### src/bccf_pkg.sv
// bccf_pkg: constants, types and register layout of the condition-code flag block
// How it works
// - low four bits select, bit 4 inverts
// - codes 8-11 follow last message outcome
// - codes 2-7 test general flags 2-7
// - flag op sets, clears or toggles flags
// - host write sets, clears or toggles flags
// - no reply sets no-reply flag
// - late reply past timeout sets no-reply
// - word validation error sets format error
// - wrong status address sets format error
// - clean transmit-type transfer sets good block
// - invalid or receive-type message clears good block
// - unmasked set status bit sets masked flag
// - reserved status bits unmasked set masked flag
// - enabled broadcast mask with received bit sets
package bccf_pkg;
	localparam int unsigned CLK_PERIOD_NS = 4;
	localparam int unsigned AVS_ADDR_W    = 10;
	// register indices; byte address is four times the index
	localparam logic [7:0]  IDX_BC_CFG    = 8'h32;
	localparam logic [7:0]  IDX_GP_FLAGS  = 8'h37;
	localparam logic [7:0]  IDX_IRQ_STAT  = 8'h40;
	localparam logic [7:0]  IDX_IRQ_MASK  = 8'h41;
	localparam logic [15:0] CFG_RST       = 16'h0000;
	localparam logic [5:0]  GP_RST        = 6'h00;
	localparam int unsigned CFG_TMO_HI    = 15;
	localparam int unsigned CFG_TMO_LO    = 14;
	localparam int unsigned CFG_BCAST_EN  = 0;
	// general flag argument: set bits 7:2, clear bits 15:10, both toggles
	localparam int unsigned FLG_SET_LSB   = 2;
	localparam int unsigned FLG_CLR_LSB   = 10;
	localparam int unsigned CC_INV_BIT    = 4;
	localparam logic [3:0]  CC_GP_FIRST   = 4'h2;
	localparam logic [3:0]  CC_GP_LAST    = 4'h7;
	localparam logic [3:0]  CC_NO_REPLY   = 4'h8;
	localparam logic [3:0]  CC_FMT_ERR    = 4'h9;
	localparam logic [3:0]  CC_GOOD_BLK   = 4'ha;
	localparam logic [3:0]  CC_MASKED     = 4'hb;
	// control word mask bits and the status bits they guard
	localparam int unsigned CTL_RSV_MASK  = 9;
	localparam int unsigned CTL_BCAST_MSK = 5;
	localparam int unsigned CTL_M_MSGERR  = 14;
	localparam int unsigned CTL_M_INSTR   = 13;
	localparam int unsigned CTL_M_SRVREQ  = 12;
	localparam int unsigned CTL_M_BUSY    = 11;
	localparam int unsigned CTL_M_SUBSYS  = 10;
	localparam int unsigned ST_MSGERR     = 10;
	localparam int unsigned ST_INSTR      = 9;
	localparam int unsigned ST_SRVREQ     = 8;
	localparam int unsigned ST_RSV_HI     = 7;
	localparam int unsigned ST_RSV_LO     = 5;
	localparam int unsigned ST_BCR        = 4;
	localparam int unsigned ST_BUSY       = 3;
	localparam int unsigned ST_SUBSYS     = 2;
	localparam int unsigned ST_RT_HI      = 15;
	localparam int unsigned ST_RT_LO      = 11;
	// reply timeout choices in microseconds
	localparam int unsigned TMO0_US       = 16;
	localparam int unsigned TMO1_US       = 32;
	localparam int unsigned TMO2_US       = 64;
	localparam int unsigned TMO3_US       = 128;
	localparam int unsigned IRQ_W         = 4;
	localparam int unsigned IRQ_DONE      = 0;
	localparam int unsigned IRQ_NO_REPLY  = 1;
	localparam int unsigned IRQ_FMT_ERR   = 2;
	localparam int unsigned IRQ_MASKED    = 3;

	typedef enum logic [2:0] {
		MK_BC_TO_RT, MK_RT_TO_BC, MK_RT_TO_RT, MK_MODE_TX_DATA, MK_MODE_RX_DATA, MK_MODE_NODATA
	} bccf_msg_kind_t;

	typedef enum logic {BUS_IDLE, BUS_ACK} bccf_bus_st_t;

	typedef struct packed {
		logic           done;
		bccf_msg_kind_t kind;
		logic           reply_seen;
		logic           word_err;
		logic [15:0]    reply_gap;
		logic [15:0]    status_word;
		logic [15:0]    ctl_word;
		logic [4:0]     rt_addr;
	} bccf_msg_t;

	typedef struct packed {
		logic valid;
		logic [15:0] arg;
	} bccf_flag_op_t;

	typedef struct packed {
		logic masked_status_flag;
		logic good_block_flag;
		logic format_error_flag;
		logic no_reply_flag;
	} bccf_outcome_t;
endpackage

### src/bccf_core.sv
// bccf_core: condition-code flags, evaluation and register slave
module bccf_core
	import bccf_pkg::*;
#(
	parameter logic [15:0] TMO_CYC_0 = 16'(TMO0_US * 1000 / CLK_PERIOD_NS),
	parameter logic [15:0] TMO_CYC_1 = 16'(TMO1_US * 1000 / CLK_PERIOD_NS),
	parameter logic [15:0] TMO_CYC_2 = 16'(TMO2_US * 1000 / CLK_PERIOD_NS),
	parameter logic [15:0] TMO_CYC_3 = 16'(TMO3_US * 1000 / CLK_PERIOD_NS)
)(
	input  wire logic                  sys_clk_i,
	input  wire logic                  arst_n_i,
	input  wire logic [AVS_ADDR_W-1:0] avs_address_i,
	input  wire logic                  avs_read_i,
	input  wire logic                  avs_write_i,
	input  wire logic [31:0]           avs_writedata_i,
	input  wire logic [3:0]            avs_byteenable_i,
	output logic [31:0]                avs_readdata_o,
	output logic                       avs_waitrequest_o,
	input  wire logic [4:0]            cond_sel_i,
	output logic                       cond_true_o,
	output logic                       cond_known_o,
	input  wire bccf_flag_op_t         flag_op_i,
	input  wire bccf_msg_t             msg_i,
	output logic                       irq_o
);
	bccf_bus_st_t      bus_st_ff;
	logic [31:0]       rdata_ff;
	logic [15:0]       cfg_ff;
	logic [5:0]        gp_ff;
	bccf_outcome_t     outc_ff;
	logic [IRQ_W-1:0]  irq_stat_ff;
	logic [IRQ_W-1:0]  irq_mask_ff;
	logic              cond_true_ff;
	logic              cond_known_ff;
	logic [7:0]        idx;
	logic              req;
	logic              wr_go;
	logic [15:0]       wdata_be;
	logic [15:0]       tmo_cycles;
	bccf_outcome_t     outc_new;
	logic [15:0]       cc_vec;
	logic [5:0]        nxt_gp;
	logic [IRQ_W-1:0]  irq_ev;
	logic [IRQ_W-1:0]  nxt_irq_stat;

	// set and clear together toggle, so one argument covers all three actions
	function automatic logic [5:0] gp_apply(input logic [5:0] cur, input logic [15:0] arg);
		logic [5:0] s;
		logic [5:0] c;
		s = arg[FLG_SET_LSB +: 6];
		c = arg[FLG_CLR_LSB +: 6];
		gp_apply = (cur & ~(s | c)) | (s & ~c) | ((s & c) & ~cur);
	endfunction

	function automatic logic [15:0] be_merge(input logic [15:0] old, input logic [15:0] nw,
		input logic [1:0] be);
		be_merge = {be[1] ? nw[15:8] : old[15:8], be[0] ? nw[7:0] : old[7:0]};
	endfunction

	function automatic logic [31:0] reg_read(input logic [7:0] i, input logic [15:0] cfg,
		input logic [15:0] cc, input logic [IRQ_W-1:0] st, input logic [IRQ_W-1:0] mk);
		case (i)
			IDX_BC_CFG:   reg_read = {16'h0000, cfg};
			IDX_GP_FLAGS: reg_read = {16'h0000, cc};
			IDX_IRQ_STAT: reg_read = {{(32-IRQ_W){1'b0}}, st};
			IDX_IRQ_MASK: reg_read = {{(32-IRQ_W){1'b0}}, mk};
			default:      reg_read = 32'h0000_0000;
		endcase
	endfunction

	assign idx      = avs_address_i[AVS_ADDR_W-1:2];
	assign req      = avs_read_i || avs_write_i;
	assign wr_go    = avs_write_i && (bus_st_ff == BUS_ACK);
	assign wdata_be = be_merge(16'h0000, avs_writedata_i[15:0], avs_byteenable_i[1:0]);

	// one wait cycle per access; read data is latched in that cycle
	assign avs_waitrequest_o = req && (bus_st_ff != BUS_ACK);
	assign avs_readdata_o    = rdata_ff;

	always_ff @(posedge sys_clk_i or negedge arst_n_i) begin
		if (!arst_n_i) begin
			bus_st_ff <= BUS_IDLE;
		end else begin
			case (bus_st_ff)
				BUS_IDLE: bus_st_ff <= req ? BUS_ACK : BUS_IDLE;
				BUS_ACK:  bus_st_ff <= BUS_IDLE;
				default:  bus_st_ff <= BUS_IDLE;
			endcase
		end
	end

	always_ff @(posedge sys_clk_i or negedge arst_n_i) begin
		if (!arst_n_i) begin
			rdata_ff <= 32'h0000_0000;
		end else if (avs_read_i && bus_st_ff == BUS_IDLE) begin
			rdata_ff <= reg_read(idx, cfg_ff, cc_vec, irq_stat_ff, irq_mask_ff);
		end
	end

	always_ff @(posedge sys_clk_i or negedge arst_n_i) begin
		if (!arst_n_i) begin
			cfg_ff <= CFG_RST;
		end else if (wr_go && idx == IDX_BC_CFG) begin
			cfg_ff <= be_merge(cfg_ff, avs_writedata_i[15:0], avs_byteenable_i[1:0]);
		end
	end

	// the sequencer's op lands first, a host write in the same cycle on top of it
	always_comb begin
		nxt_gp = gp_ff;
		if (flag_op_i.valid) begin
			nxt_gp = gp_apply(nxt_gp, flag_op_i.arg);
		end
		if (wr_go && idx == IDX_GP_FLAGS) begin
			nxt_gp = gp_apply(nxt_gp, wdata_be);
		end
	end

	always_ff @(posedge sys_clk_i or negedge arst_n_i) begin
		if (!arst_n_i) begin
			gp_ff <= GP_RST;
		end else begin
			gp_ff <= nxt_gp;
		end
	end

	always_comb begin
		case (cfg_ff[CFG_TMO_HI:CFG_TMO_LO])
			2'b00:   tmo_cycles = TMO_CYC_0;
			2'b01:   tmo_cycles = TMO_CYC_1;
			2'b10:   tmo_cycles = TMO_CYC_2;
			default: tmo_cycles = TMO_CYC_3;
		endcase
	end

	bccf_msg_eval u_eval (
		.msg_i           (msg_i),
		.tmo_cycles_i    (tmo_cycles),
		.bcast_mask_en_i (cfg_ff[CFG_BCAST_EN]),
		.outc_o          (outc_new)
	);

	// outcome flags are a snapshot of the last finished message
	always_ff @(posedge sys_clk_i or negedge arst_n_i) begin
		if (!arst_n_i) begin
			outc_ff <= '0;
		end else if (msg_i.done) begin
			outc_ff <= outc_new;
		end
	end

	// codes 0, 1 and 12-15 belong to other logic and read as zero here
	assign cc_vec = {4'h0, outc_ff.masked_status_flag, outc_ff.good_block_flag,
		outc_ff.format_error_flag, outc_ff.no_reply_flag, gp_ff, 2'b00};

	always_ff @(posedge sys_clk_i or negedge arst_n_i) begin
		if (!arst_n_i) begin
			cond_true_ff  <= 1'b0;
			cond_known_ff <= 1'b0;
		end else begin
			cond_true_ff  <= cc_vec[cond_sel_i[3:0]] ^ cond_sel_i[CC_INV_BIT];
			cond_known_ff <= (cond_sel_i[3:0] >= CC_GP_FIRST) && (cond_sel_i[3:0] <= CC_MASKED);
		end
	end

	assign cond_true_o  = cond_true_ff;
	assign cond_known_o = cond_known_ff;

	assign irq_ev[IRQ_DONE]     = msg_i.done;
	assign irq_ev[IRQ_NO_REPLY] = msg_i.done && outc_new.no_reply_flag;
	assign irq_ev[IRQ_FMT_ERR]  = msg_i.done && outc_new.format_error_flag;
	assign irq_ev[IRQ_MASKED]   = msg_i.done && outc_new.masked_status_flag;

	// a new event wins over a write-one clear in the same cycle
	always_comb begin
		nxt_irq_stat = irq_stat_ff;
		if (wr_go && idx == IDX_IRQ_STAT) begin
			nxt_irq_stat = irq_stat_ff & ~wdata_be[IRQ_W-1:0];
		end
		nxt_irq_stat = nxt_irq_stat | irq_ev;
	end

	always_ff @(posedge sys_clk_i or negedge arst_n_i) begin
		if (!arst_n_i) begin
			irq_stat_ff <= '0;
		end else begin
			irq_stat_ff <= nxt_irq_stat;
		end
	end

	always_ff @(posedge sys_clk_i or negedge arst_n_i) begin
		if (!arst_n_i) begin
			irq_mask_ff <= '0;
		end else if (wr_go && idx == IDX_IRQ_MASK) begin
			irq_mask_ff <= wdata_be[IRQ_W-1:0];
		end
	end

	assign irq_o = |(irq_stat_ff & irq_mask_ff);

	logic host_gp_wr;
	assign host_gp_wr = wr_go && idx == IDX_GP_FLAGS;
endmodule

### src/bccf_msg_eval.sv
// bccf_msg_eval: outcome of one completed bus message
module bccf_msg_eval
	import bccf_pkg::*;
(
	input  wire bccf_msg_t     msg_i,
	input  wire logic [15:0]   tmo_cycles_i,
	input  wire logic          bcast_mask_en_i,
	output bccf_outcome_t      outc_o
);
	logic [15:0] sw;
	logic [15:0] cw;
	logic        reply_ok;
	logic        fmt;
	logic        stat_hit;
	logic        rsv_hit;
	logic        bcr_hit;
	logic        tx_kind;

	assign sw = msg_i.status_word;
	assign cw = msg_i.ctl_word;
	// a reply past the timeout counts as no reply at all
	assign reply_ok = msg_i.reply_seen && (msg_i.reply_gap <= tmo_cycles_i);
	assign fmt = reply_ok && (msg_i.word_err
		|| (sw[ST_RT_HI:ST_RT_LO] != msg_i.rt_addr));
	assign stat_hit = (!cw[CTL_M_MSGERR] && sw[ST_MSGERR])
		|| (!cw[CTL_M_INSTR] && sw[ST_INSTR])
		|| (!cw[CTL_M_SRVREQ] && sw[ST_SRVREQ])
		|| (!cw[CTL_M_BUSY] && sw[ST_BUSY])
		|| (!cw[CTL_M_SUBSYS] && sw[ST_SUBSYS]);
	assign rsv_hit = !cw[CTL_RSV_MASK] && (|sw[ST_RSV_HI:ST_RSV_LO]);
	assign bcr_hit = bcast_mask_en_i && !cw[CTL_BCAST_MSK] && sw[ST_BCR];
	assign tx_kind = (msg_i.kind == MK_RT_TO_BC) || (msg_i.kind == MK_RT_TO_RT)
		|| (msg_i.kind == MK_MODE_TX_DATA);

	assign outc_o.no_reply_flag      = !reply_ok;
	assign outc_o.format_error_flag  = fmt;
	// any other kind, or an invalid message, clears the flag
	assign outc_o.good_block_flag    = reply_ok && !fmt && tx_kind;
	// status masking needs a status word, so no reply means no match
	assign outc_o.masked_status_flag = reply_ok && (stat_hit || rsv_hit || bcr_hit);
endmodule

### config.mk
export PLATFORM = sky130hd
export DESIGN_NAME = bccf_core
export DESIGN_NICKNAME = d
export VERILOG_FILES = /design/src/bccf_pkg.sv /design/src/bccf_core.sv /design/src/bccf_msg_eval.sv
export SDC_FILE = /design/constraint.sdc
export NUM_CORES = 1
export LEC_CHECK = 0
export BUFFER_PORTS_ARGS = -buffer_cell sky130_fd_sc_hd__buf_2
export CAP_MARGIN = 10
export CORE_MARGIN = 2
export CORE_UTILIZATION = 44
export CTS_CLUSTER_DIAMETER = 200
export CTS_CLUSTER_SIZE = 40
export DETAILED_ROUTE_END_ITERATION = 6
export PLACE_DENSITY = 0.87
export SYNTH_ARGS = -nofsm -noshare
export SYNTH_HDL_FRONTEND = slang
export SYNTH_SLANG_ARGS = --single-unit
### constraint.sdc
create_clock -name sys_clk_i -period 2.4 [get_ports sys_clk_i]
set_input_delay 0.36 -clock sys_clk_i [delete_from_list [all_inputs] [get_ports sys_clk_i]]
set_output_delay 0.36 -clock sys_clk_i [all_outputs]
set_load 0.03 [all_outputs]
==> run summary, run 1 <==
Final ANT Viol Nets - 0
share of post-route cells with drive strength above 1 - 37.0%
Placer Congestion - 0.854
crit start category - flop
nature of the critical path endpoint - flop
crit path time final - 2.10 ns
maximum capacitance violations - 0
Die W - 85.8 um
hold buffers post-CTS - 0
WL met3 - 617 um
final WL - 7530 um
Total Routing Usage GR - 20.8%
ys flop type - dfrtp_1
die area - 7360 sq um
CTS buffer count - 5
global-route wire length before repair - 12000 um
die height - 85.8 um
setup violators final - 0
row cnt - 29
top-level I/O count - 167
Layout Nets - 552
Post-CTS Setup Inserts - 0
Post-Syn Area - 2940 sq um
FFs w/ async S/R, synth - 100%
vias in the first global route - 2583
Synth Register Bits - 53
total gr overflow - 0
CTS clk-pin slew, worst paths - 0.09 ns
VDD IR-drop max - 286 uV
internal reg-to-reg setup slack - 0.30 ns
failing checks - DRC, hold timing
dpl hpwl - 6150 um
DRT Pass-1 Iters - 7
Distinct cells, synth - 55
Power per Cell Area - 514 nW/um^2
fmax - 0.476 GHz
Placed Cells - 483
Top Metal Used - met4
DRC errors left - 7
CTS sink count - 53
worst skew pair latency - 0.30 ns
Fin Clk Skew - 0.00551 ns
worst endpoint required time - 2.57 ns
CTS max path bufs - 2
number of enable flip-flop cells after synthesis - 0
Seq/Total Area, Yosys - 45.0%
FILL cells - 586
Avg Inst Size Synth - 9.95 sq um
Post-Route M1 WL - 3140 um
status - finished with violations
filler-free cell count of the finished design - 490
synthesis-to-layout area growth - 24.1%
FF-to-FF path depth - 7
pin count of the biggest net entering global routing - 35
placed cell area - 3550 sq um
design area - 3650 sq um
P_leak - 1.80 nW
initial core utilization - 45.8%
Syn. warnings - 0
Root Buffer - clkbuf_8
antenna fix cells - 0
unrepaired setup endpoints after global routing - false
cells after synthesis - 296
commonest cells after routing, fill and taps aside - 115 x buf_2, 53 x dfrtp_1, 38 x nand2_1
Slew Viols, Final - 0
I/O Buffers - 115
TNS Setup - 0 ns
post-layout util - 56.9%
DR vias/cell - 5.48
initial drt markers - 200
vias - 2686
wire per inst - 15.4 um
HP Class - input pin to asynchronous set/reset pin
final hold vios - 19
area of the multi-input gates - 1460 sq um
final cycle utilization of the critical path - 87.5%
CP Data Arrival Time - 2.27 ns
routed wl met2 - 3600 um
Hold WS - -0.00947 ns
Core Area - 6420 sq um
CP Max Fanout - 6
register area - 1330 sq um
CP Class - flop to flop
initial antenna violation count - 0
CTS tree - built
PostCTS Resize Cnt - 0
commonest non-fill, non-tap cell in the layout - buf_2
H-Tree Depth - 2
cell usage after synthesis, drive strengths merged (2+ instances only):
cell     n  share of area [%]
nor2b    2               0.42
a22oi   13                3.5
dfrtp   53                 45
nor2    11                2.0
nand3    5               0.85
a22o     3               0.89
clkbuf   8                1.0
and3     2               0.42
nand4    2               0.42
xor2     2               0.60
nand2b   5                1.1
a211oi   2               0.51
nor3b    2               0.51
mux2    16                6.1
o32ai    3               0.89
nand2   38                4.8
a21oi   14                2.4
ha       8                3.4
o31ai    2               0.51
a32oi    2               0.60
o21ai   24                4.2
nor4     2               0.94
nor3     6                1.0
buf     17                4.5
a31oi   14                3.0
mux4     2                1.5
inv     13                1.7
or3      2               0.60
xnor2    5                1.5
registers in the layout, indices dropped and copies added (netlist names):
signal,flops
bus_st_ff,1
irq_mask_ff,4
irq_stat_ff,4
cond_known_o,1
gp_ff,6
cfg_ff,16
avs_readdata_o,16
cond_true_o,1
cc_vec,4
power breakdown:
group | total (mW) | switching, mW | internal (mW) | leakage, nW
sequential | 0.970 | 0.0395 | 0.930 | 0.691
clock | 0.582 | 0.279 | 0.304 | 0.0540
combinational | 0.326 | 0.191 | 0.136 | 1.05
through the flow:
| step | worst slack, ns | total power, mW | hold WS (ns) |
|---|---|---|---|
| finish | 0.300 | 1.88 | -0.00947 |
| global placement | 0.364 | 1.30 | 0.320 |
| detailed placement | 0.293 | 1.31 | 0.330 |
| global route | 0.0675 | 1.97 | 0.0128 |
| CTS | 0.310 | 1.89 | 0.00000566 |
| floorplan | 0.576 | 1.17 | 0.0644 |
logic make-up (layout without fill, tap and decap cells):
kind of cell,count (synthesis),count (layout),share of synthesized area (%)
other,1,16,0.127
AO/OA/AOI/OAI,87,87,19.3
AND/OR/NAND/NOR,83,83,15.0
XOR/XNOR,7,7,2.08
multiplexers,19,19,7.99
buffers and inverters,38,140,7.14
flip-flops,53,53,45.0
adder cells (fa/ha/maj),8,8,3.40
layout make-up:
class                   instances  area share [%]
multi-input cells             220            40.1
repair buffers                120            16.8
well taps                      77            2.64
flip-flops and latches         53            36.3
clock buffers                   5            1.88
clock inverters                 2           0.959
inverters                      13            1.34
final timing paths:
kind | startpoint | to
min in group sys_clk_i | cond_sel_i[4] | cond_true_o
setup reg to reg | cfg_ff[15] | cc_vec[9]
setup / recovery | cfg_ff[15] | cc_vec[9]
hold / removal | arst_n_i | cfg_ff[2]
hold reg to reg | avs_readdata_o[1] | avs_readdata_o[1]
max in group asynchronous | arst_n_i | gp_ff[1]
routing by layer:
layer | GRT usage (%) | up-vias
met5 | 0 | -
met4 | 6.49 | 0
met3 | 3.85 | 14
met2 | 35.1 | 133
met1 | 27.1 | 1256
li1 | - | 1283
critical path, cell delays in order, from the launching register on:
cell and delay [ns]:
dfrtp_1 0.46, inv_1 0.12, ha_1 0.32, nand4_1 0.09
nor3b_1 0.26, o21ai_0 0.17, a21oi_1 0.38, o32ai_1 0.17
No activity file was read; power rests on OpenSTA's default activity.
==> inputs of run 2 (changes only) <==
CORE_UTILIZATION = 35   (was 44)
PLACE_DENSITY = 0.73   (was 0.87)
clock period = 2.2 ns   (was 2.4 ns; I/O delays follow)
==> run 2 against run 1 <==
Effect of this change: the flow now finishes without violations; clock-buffer cell count unchanged; utilization decreased by 11 points; clock power increased by 20%; cell count increased by 6.5%; maximum frequency increased by 3.2%; first-iteration DRC count decreased by 38%; critical path type unchanged; highest routed layer unchanged.
==> run summary, run 2 (same netlist as run 1, synthesis figures left out) <==
Fin Clk Skew - 0.0129 ns (+0.00743 ns)
worst stage delay on the critical path - 0.49 ns (+0.03 ns)
status - finished, final reports clean
dpl hpwl - 6370 um (+3.7%)
HP Class - input pin to asynchronous set/reset pin
TNS Setup - 0 ns (unchanged)
Core Area - 8180 sq um (+27%)
worst endpoint required time - 2.41 ns (-0.16 ns)
cell family with most CP delay - simple AND/OR/NAND/NOR gates
crit start category - flop
CTS max path bufs - 2 (unchanged)
crit path time final - 2.04 ns (-0.0644 ns)
initial core utilization - 36.0% (-9.8 points)
Rel. slew slack - 59.9%
row cnt - 33 (+14%)
Worst Tran Pin Value - 0.601 ns
CP Data Arrival Time - 2.25 ns (-0.02 ns)
CTS sink count - 53 (unchanged)
top-level I/O count - 167 (unchanged)
vias - 2697 (+0.41%)
final cycle utilization of the critical path - 92.5% (+5.0 points)
DRT Pass-1 Iters - 4 (-3)
unrepaired setup endpoints after global routing - false
die height - 95.7 um (+12%)
DRC errors left - 0 (-7)
CP Max Fanout - 7 (+1)
P_leak - 1.82 nW (+1.3%)
total power - 2.12 mW (+13%)
maximum capacitance violations - 0 (unchanged)
global-route wire length before repair - 12400 um (+3.0%)
I/O Buffers - 115 (unchanged)
fmax - 0.491 GHz (+3.2%)
antenna fix cells - 0 (unchanged)
total gr overflow - 0 (unchanged)
Root Buffer - clkbuf_8
final hold vios - 0 (-19)
CTS clk-pin slew, worst paths - 0.11 ns (+0.02 ns)
worst skew pair latency - 0.32 ns (+0.02 ns)
Power per Cell Area - 566 nW/um^2 (+9.9%)
Layout Nets - 555 (+0.54%)
CP Class - flop to flop
initial antenna violation count - 0 (unchanged)
Die W - 95.7 um (+12%)
VDD IR-drop max - 278 uV (-3.0%)
cell repeated most along the worst path - and3_1
initial drt markers - 125 (-38%)
DR vias/cell - 5.17 (-5.7%)
commonest non-fill, non-tap cell in the layout - buf_2
die area - 9160 sq um (+24%)
pin count of the biggest net entering global routing - 28 (-20%)
final WL - 7810 um (+3.8%)
buffer and inverter count on the worst path - 0 (-1)
critical path's slowest cell - dfrtp_1
synthesis-to-layout area growth - 27.3%
CTS buffer count - 5 (unchanged)
vias in the first global route - 2554 (-1.1%)
commonest cells after routing, fill and taps aside - 115 x buf_2, 52 x dfrtp_1, 38 x nand2_1
nature of the critical path endpoint - flop
Slew Viols, Final - 0 (unchanged)
Placer Congestion - 0.839 (-1.7%)
Final ANT Viol Nets - 0 (unchanged)
setup violators final - 0 (unchanged)
share of post-route cells with drive strength above 1 - 38.4% (+1.3 points)
crit path cell chain - nor2_1 > ha_1 > nor4b_2 > and3_1 > and3_1 > a21oi_2 > o32ai_1
H-Tree Depth - 2 (unchanged)
Total Routing Usage GR - 17.6% (-3.2 points)
wire per inst - 15.0 um (-2.6%)
Post-CTS Setup Inserts - 0 (unchanged)
CTS tree - built
-- run 2: final timing paths --
path,startpoint,to,slack [ns],cells past startpoint
worst max register to register,cfg_ff[14],cc_vec[9],0.16,7
worst min register to register,avs_readdata_o[14],avs_readdata_o[14],0.49,2
max in group asynchronous,arst_n_i,cfg_ff[15],1.63,2
worst min-delay path,arst_n_i,avs_readdata_o[4],0.005,1
worst max-delay path,cfg_ff[14],cc_vec[9],0.16,7
min in group sys_clk_i,cond_sel_i[4],cond_true_o,0.19,2
-- run 2: metrics by stage --
stage / instances / utilization (%) / setup slack (ns) / hold slack (ns) / area [sq um]
6_report: 522 / 45.9 / 0.164 / 0.00513 / 3750
5_1_grt: 522 / 45.9 / 0.00132 / 0.0524 / 3750
3_5_place_dp: 514 / 44.3 / 0.0884 / 0.373 / 3620
2_1_floorplan: 311 / - / 0.406 / 0.0344 / 3000
3_3_place_gp: 514 / 44.3 / 0.141 / 0.370 / 3620
4_1_cts: 522 / 45.7 / 0.0619 / 0.0226 / 3740
-- run 2: worst register-to-register path: cells and delay by family, from the launching register on --
kind | cells | cell delay (ns)
adders and majority gates | 1 | 0.29
DFF | 1 | 0.49
and+or+nand+nor | 4 | 0.76
AOI/OAI and AO/OA | 2 | 0.39
-- run 2: cell type report --
type	count	area [sq um]
multi-input combinational	220	1470
fill	809	4430
tap	105	131
timing repair buffer	123	648
sequential	53	1330
clock inverter	3	50.0
clock buffer	5	68.8
inverter	13	48.8
-- run 2: metal layers --
metal / wire length (um) / GRT usage, %
met3: 655 / 2.90
met1: 3320 / 23.8
met5: 0 / 0
met4: 89 / 5.24
met2: 3750 / 29.1
-- run 2: timing repair --
item                                    4_1_cts  5_1_grt
endpoints found under the setup margin        0        6
gates resized for setup                       0        3
endpoints found under the hold margin         0        0
hold buffers                                  0        0
-- run 2: where the power goes --
part	switching [mW]	internal [mW]
combinational	0.211	0.151
clock	0.349	0.349
sequential	0.0447	1.02
total	0.604	1.52
==> inputs of run 3 (changes only) <==
CORE_MARGIN = not set   (was 2)
PLACE_DENSITY = 0.71   (was 0.73)
SYNTH_HIERARCHICAL = 1   (was not set)
==> run 3 against run 2 <==
Effect of this change: the flow now finishes with violations (setup timing); clock skew shrank 0.0057 ns; sequential cell count is the same; setup slack lost 0.33 ns; global-route usage shrank 0.082 points; largest cell class unchanged.
==> run summary, run 3 <==
final WL - 8390 um (+7.3%)
Slew Viols, Final - 0 (unchanged)
buffer and inverter count on the worst path - 2 (+2)
Distinct cells, synth - 55 (unchanged)
commonest non-fill, non-tap cell in the layout - buf_2
global-route wire length before repair - 13600 um (+9.5%)
P_leak - 2.12 nW (+16%)
worst r2r dst - cc_vec[10]
Total Routing Usage GR - 17.5% (-0.082 points)
post-place setup slack - -0.205 ns (-0.294 ns)
top-count cell post-synth - dfrtp_1
vias in the first global route - 2774 (+8.6%)
Switching Share - 30.0% (+1.5 points)
die height - 99.2 um (+3.6%)
critical path's slowest cell - or4_4
synthesis-to-layout area growth - 27.8%
design area - 4220 sq um (+13%)
nature of the critical path endpoint - flop
pin count of the biggest net entering global routing - 32 (+14%)
crit path time final - 2.37 ns (+0.333 ns)
DR vias/cell - 5.13 (-0.79%)
FFs w/ async S/R, synth - 100% (unchanged)
CP startpoint - cfg_ff[15]
crit start category - flop
I/O Buffers - 115 (unchanged)
dpl hpwl - 6810 um (+6.8%)
initial antenna violation count - 1 (+1)
failing checks - setup timing
post-synth top area share - 40.1% (-4.9 points)
Reg-to-Reg Start - cfg_ff[15]
Fin Clk Skew - 0.00725 ns (-0.00570 ns)
Die W - 99.2 um (+3.6%)
CP Max Fanout - 4 (-3)
Syn. warnings - 6 (+6)
Synth Register Bits - 53 (unchanged)
row cnt - 35 (+6.1%)
Rel. slew slack - 57.3% (-2.7 points)
Core Area - 9200 sq um (+12%)
fmax - 0.422 GHz (-14%)
Post-Syn Area - 3300 sq um (+12%)
H-Tree Depth - 2 (unchanged)
CP Data Arrival Time - 2.62 ns (+0.37 ns)
Worst Tran Pin Value - 0.625 ns (+0.0238 ns)
placed cell area - 4030 sq um (+11%)
internal reg-to-reg setup slack - -0.17 ns (-0.33 ns)
crit path cell chain - or2_4 > inv_2 > ha_4 > nand4_1 > buf_4 > a211oi_2 > or4_4 > a2111oi_4 > mux2_4
DRC errors left - 0 (unchanged)
top cell type by total area after synthesis - dfrtp_1
die area - 9830 sq um (+7.3%)
Root Buffer - clkbuf_8
Final ANT Viol Nets - 0 (unchanged)
Synth area leaders - dfrtp_1 40%, ha_1 6.1%, a22o_1 5.8%
HP Class - input pin to asynchronous set/reset pin
DRT Pass-1 Iters - 4 (unchanged)
Stages on worst setup path - 9 (+2)
setup slack after layout - -0.168 ns (-0.333 ns)
worst skew pair latency - 0.30 ns (-0.02 ns)
Psw - 0.616 mW (+2.0%)
Flop pwr share - 51.1% (+1.1 points)
Placer Congestion - 0.827 (-1.5%)
number of enable flip-flop cells after synthesis - 0 (unchanged)
cells after synthesis - 327 (+10%)
Synth top cells by count - 53 x dfrtp_1, 27 x inv_1, 22 x a22o_1
status - finished with violations
post-layout util - 45.9% (+0.052 points)
total gr overflow - 0 (unchanged)
worst stage delay on the critical path - 0.52 ns (+0.03 ns)
unrepaired setup endpoints after global routing - true
filler-free cell count of the finished design - 565 (+8.2%)
initial drt markers - 153 (+22%)
Avg Inst Size Synth - 10.1 sq um (+1.6%)
total power - 2.05 mW (-3.1%)
worst endpoint required time - 2.45 ns (+0.04 ns)
CTS buffer count - 5 (unchanged)
Layout Nets - 599 (+7.9%)
Gate power share - 22.6% (+5.5 points)
commonest cells after routing, fill and taps aside - 115 x buf_2, 52 x dfrtp_1, 24 x conb_1
Placed Cells - 553 (+7.6%)
CTS clk-pin slew, worst paths - 0.09 ns (-0.02 ns)
Worst Setup EP - cc_vec[10]
vias - 2896 (+7.4%)
setup violators final - 7 (+7)
CTS tree - built
clock power share - 26.3% (-6.6 points)
top-level I/O count - 167 (unchanged)
maximum capacitance violations - 0 (unchanged)
ys flop type - dfrtp_1
share of post-route cells with drive strength above 1 - 41.1% (+2.7 points)
final cycle utilization of the critical path - 108% (+15 points)
CTS max path bufs - 2 (unchanged)
cell family with most CP delay - simple AND/OR/NAND/NOR gates
CP Class - flop to flop
Power per Cell Area - 487 nW/um^2 (-14%)
Seq/Total Area, Yosys - 40.1% (-4.9 points)
internal cell power - 1.44 mW (-5.1%)
VDD IR-drop max - 213 uV (-23%)
CTS sink count - 53 (unchanged)
final hold vios - 0 (unchanged)
wire per inst - 14.8 um (-0.84%)
FF-to-FF path depth - 9 (+2)
initial core utilization - 35.9% (-0.080 points)
==> run 3: cell count changes after synthesis, moves of 4 or more <==
cell,before,now
a22o_1,3,22
a22oi_1,12,2
a31oi_1,14,18
buf_2,0,7
ha_1,8,16
inv_1,13,27
nand2_1,38,21
nand4_1,2,11
o21ai_1,10,0
==> run 3: power groups by stage <==
stage               clock [mW]  sequential (mW)  combinational (mW)
finish                   0.540             1.05               0.465
detailed placement           0             1.07               0.443
floorplan                    0             1.07               0.275
global route             0.591             1.06               0.516
global placement             0             1.07               0.431
CTS                      0.555             1.05               0.454
==> run 3: final cells by class <==
class / count / area (sq um)
Antenna cell: 1 / 2.50
Clock buffer: 7 / 76.3
Clock inverter: 1 / 7.51
Fill cell: 876 / 4970
Inverter: 27 / 101
Multi-Input combinational cell: 237 / 1870
Sequential cell: 53 / 1330
Tap cell: 111 / 139
Timing Repair Buffer: 128 / 693
==> run 3: timing repair <==
action,CTS,global route
setup buffers,1,2
hold endpoints to repair,0,0
hold buffers,0,0
setup endpoints to repair,7,7
pin swaps,6,5
gates resized for setup,8,14
==> run 3: worst min-delay path by stage <==
stage | start | to | cells after the start
6_report | arst_n_i | bus_st_ff | 1
5_1_grt | arst_n_i | avs_readdata_o[7] | 1
4_1_cts | arst_n_i | avs_readdata_o[12] | 1
3_5_place_dp | arst_n_i | avs_readdata_o[5] | 1
3_3_place_gp | arst_n_i | avs_readdata_o[12] | 1
2_1_floorplan | arst_n_i | avs_readdata_o[0] | 0
==> run 3: cell families after synthesis <==
group                      count (synthesis)  synth area share, %
muxes                                     21                 7.76
AOI/OAI and AO/OA                         88                 19.6
and+or+nand+nor                           82                 15.6
adders and majority gates                 16                 6.06
buffers and inverters                     59                 9.05
xor gates and xnor gates                   6                 1.59
DFF                                       53                 40.1
other                                      2                0.227
==> run 3: worst register-to-register path, cell delays in order (launching register included) <==
cell	delay [ns]
dfrtp_2	0.45
or2_4	0.25
inv_2	0.07
ha_4	0.19
nand4_1	0.15
buf_4	0.14
a211oi_2	0.04
or4_4	0.52
a2111oi_4	0.32
mux2_4	0.19
==> run 3: layer usage <==
layer  GRT usage, %  vias up  wire (um)
li1               -     1415          -
met1           22.3     1355       3620
met2           31.0      115       4140
met3           2.67       11        510
met4           4.98        0        110
met5              0        -          0
==> run 3: through the flow <==
stage / hold slack (ns) / setup TNS [ns]
after detailed placement: 0.345 / -0.751
after global placement: 0.336 / -0.638
after CTS: 0.0129 / -0.972
after global routing: 0.0304 / -1.58
after floorplan: 0.0344 / -0.122
final: 0.00132 / -0.774
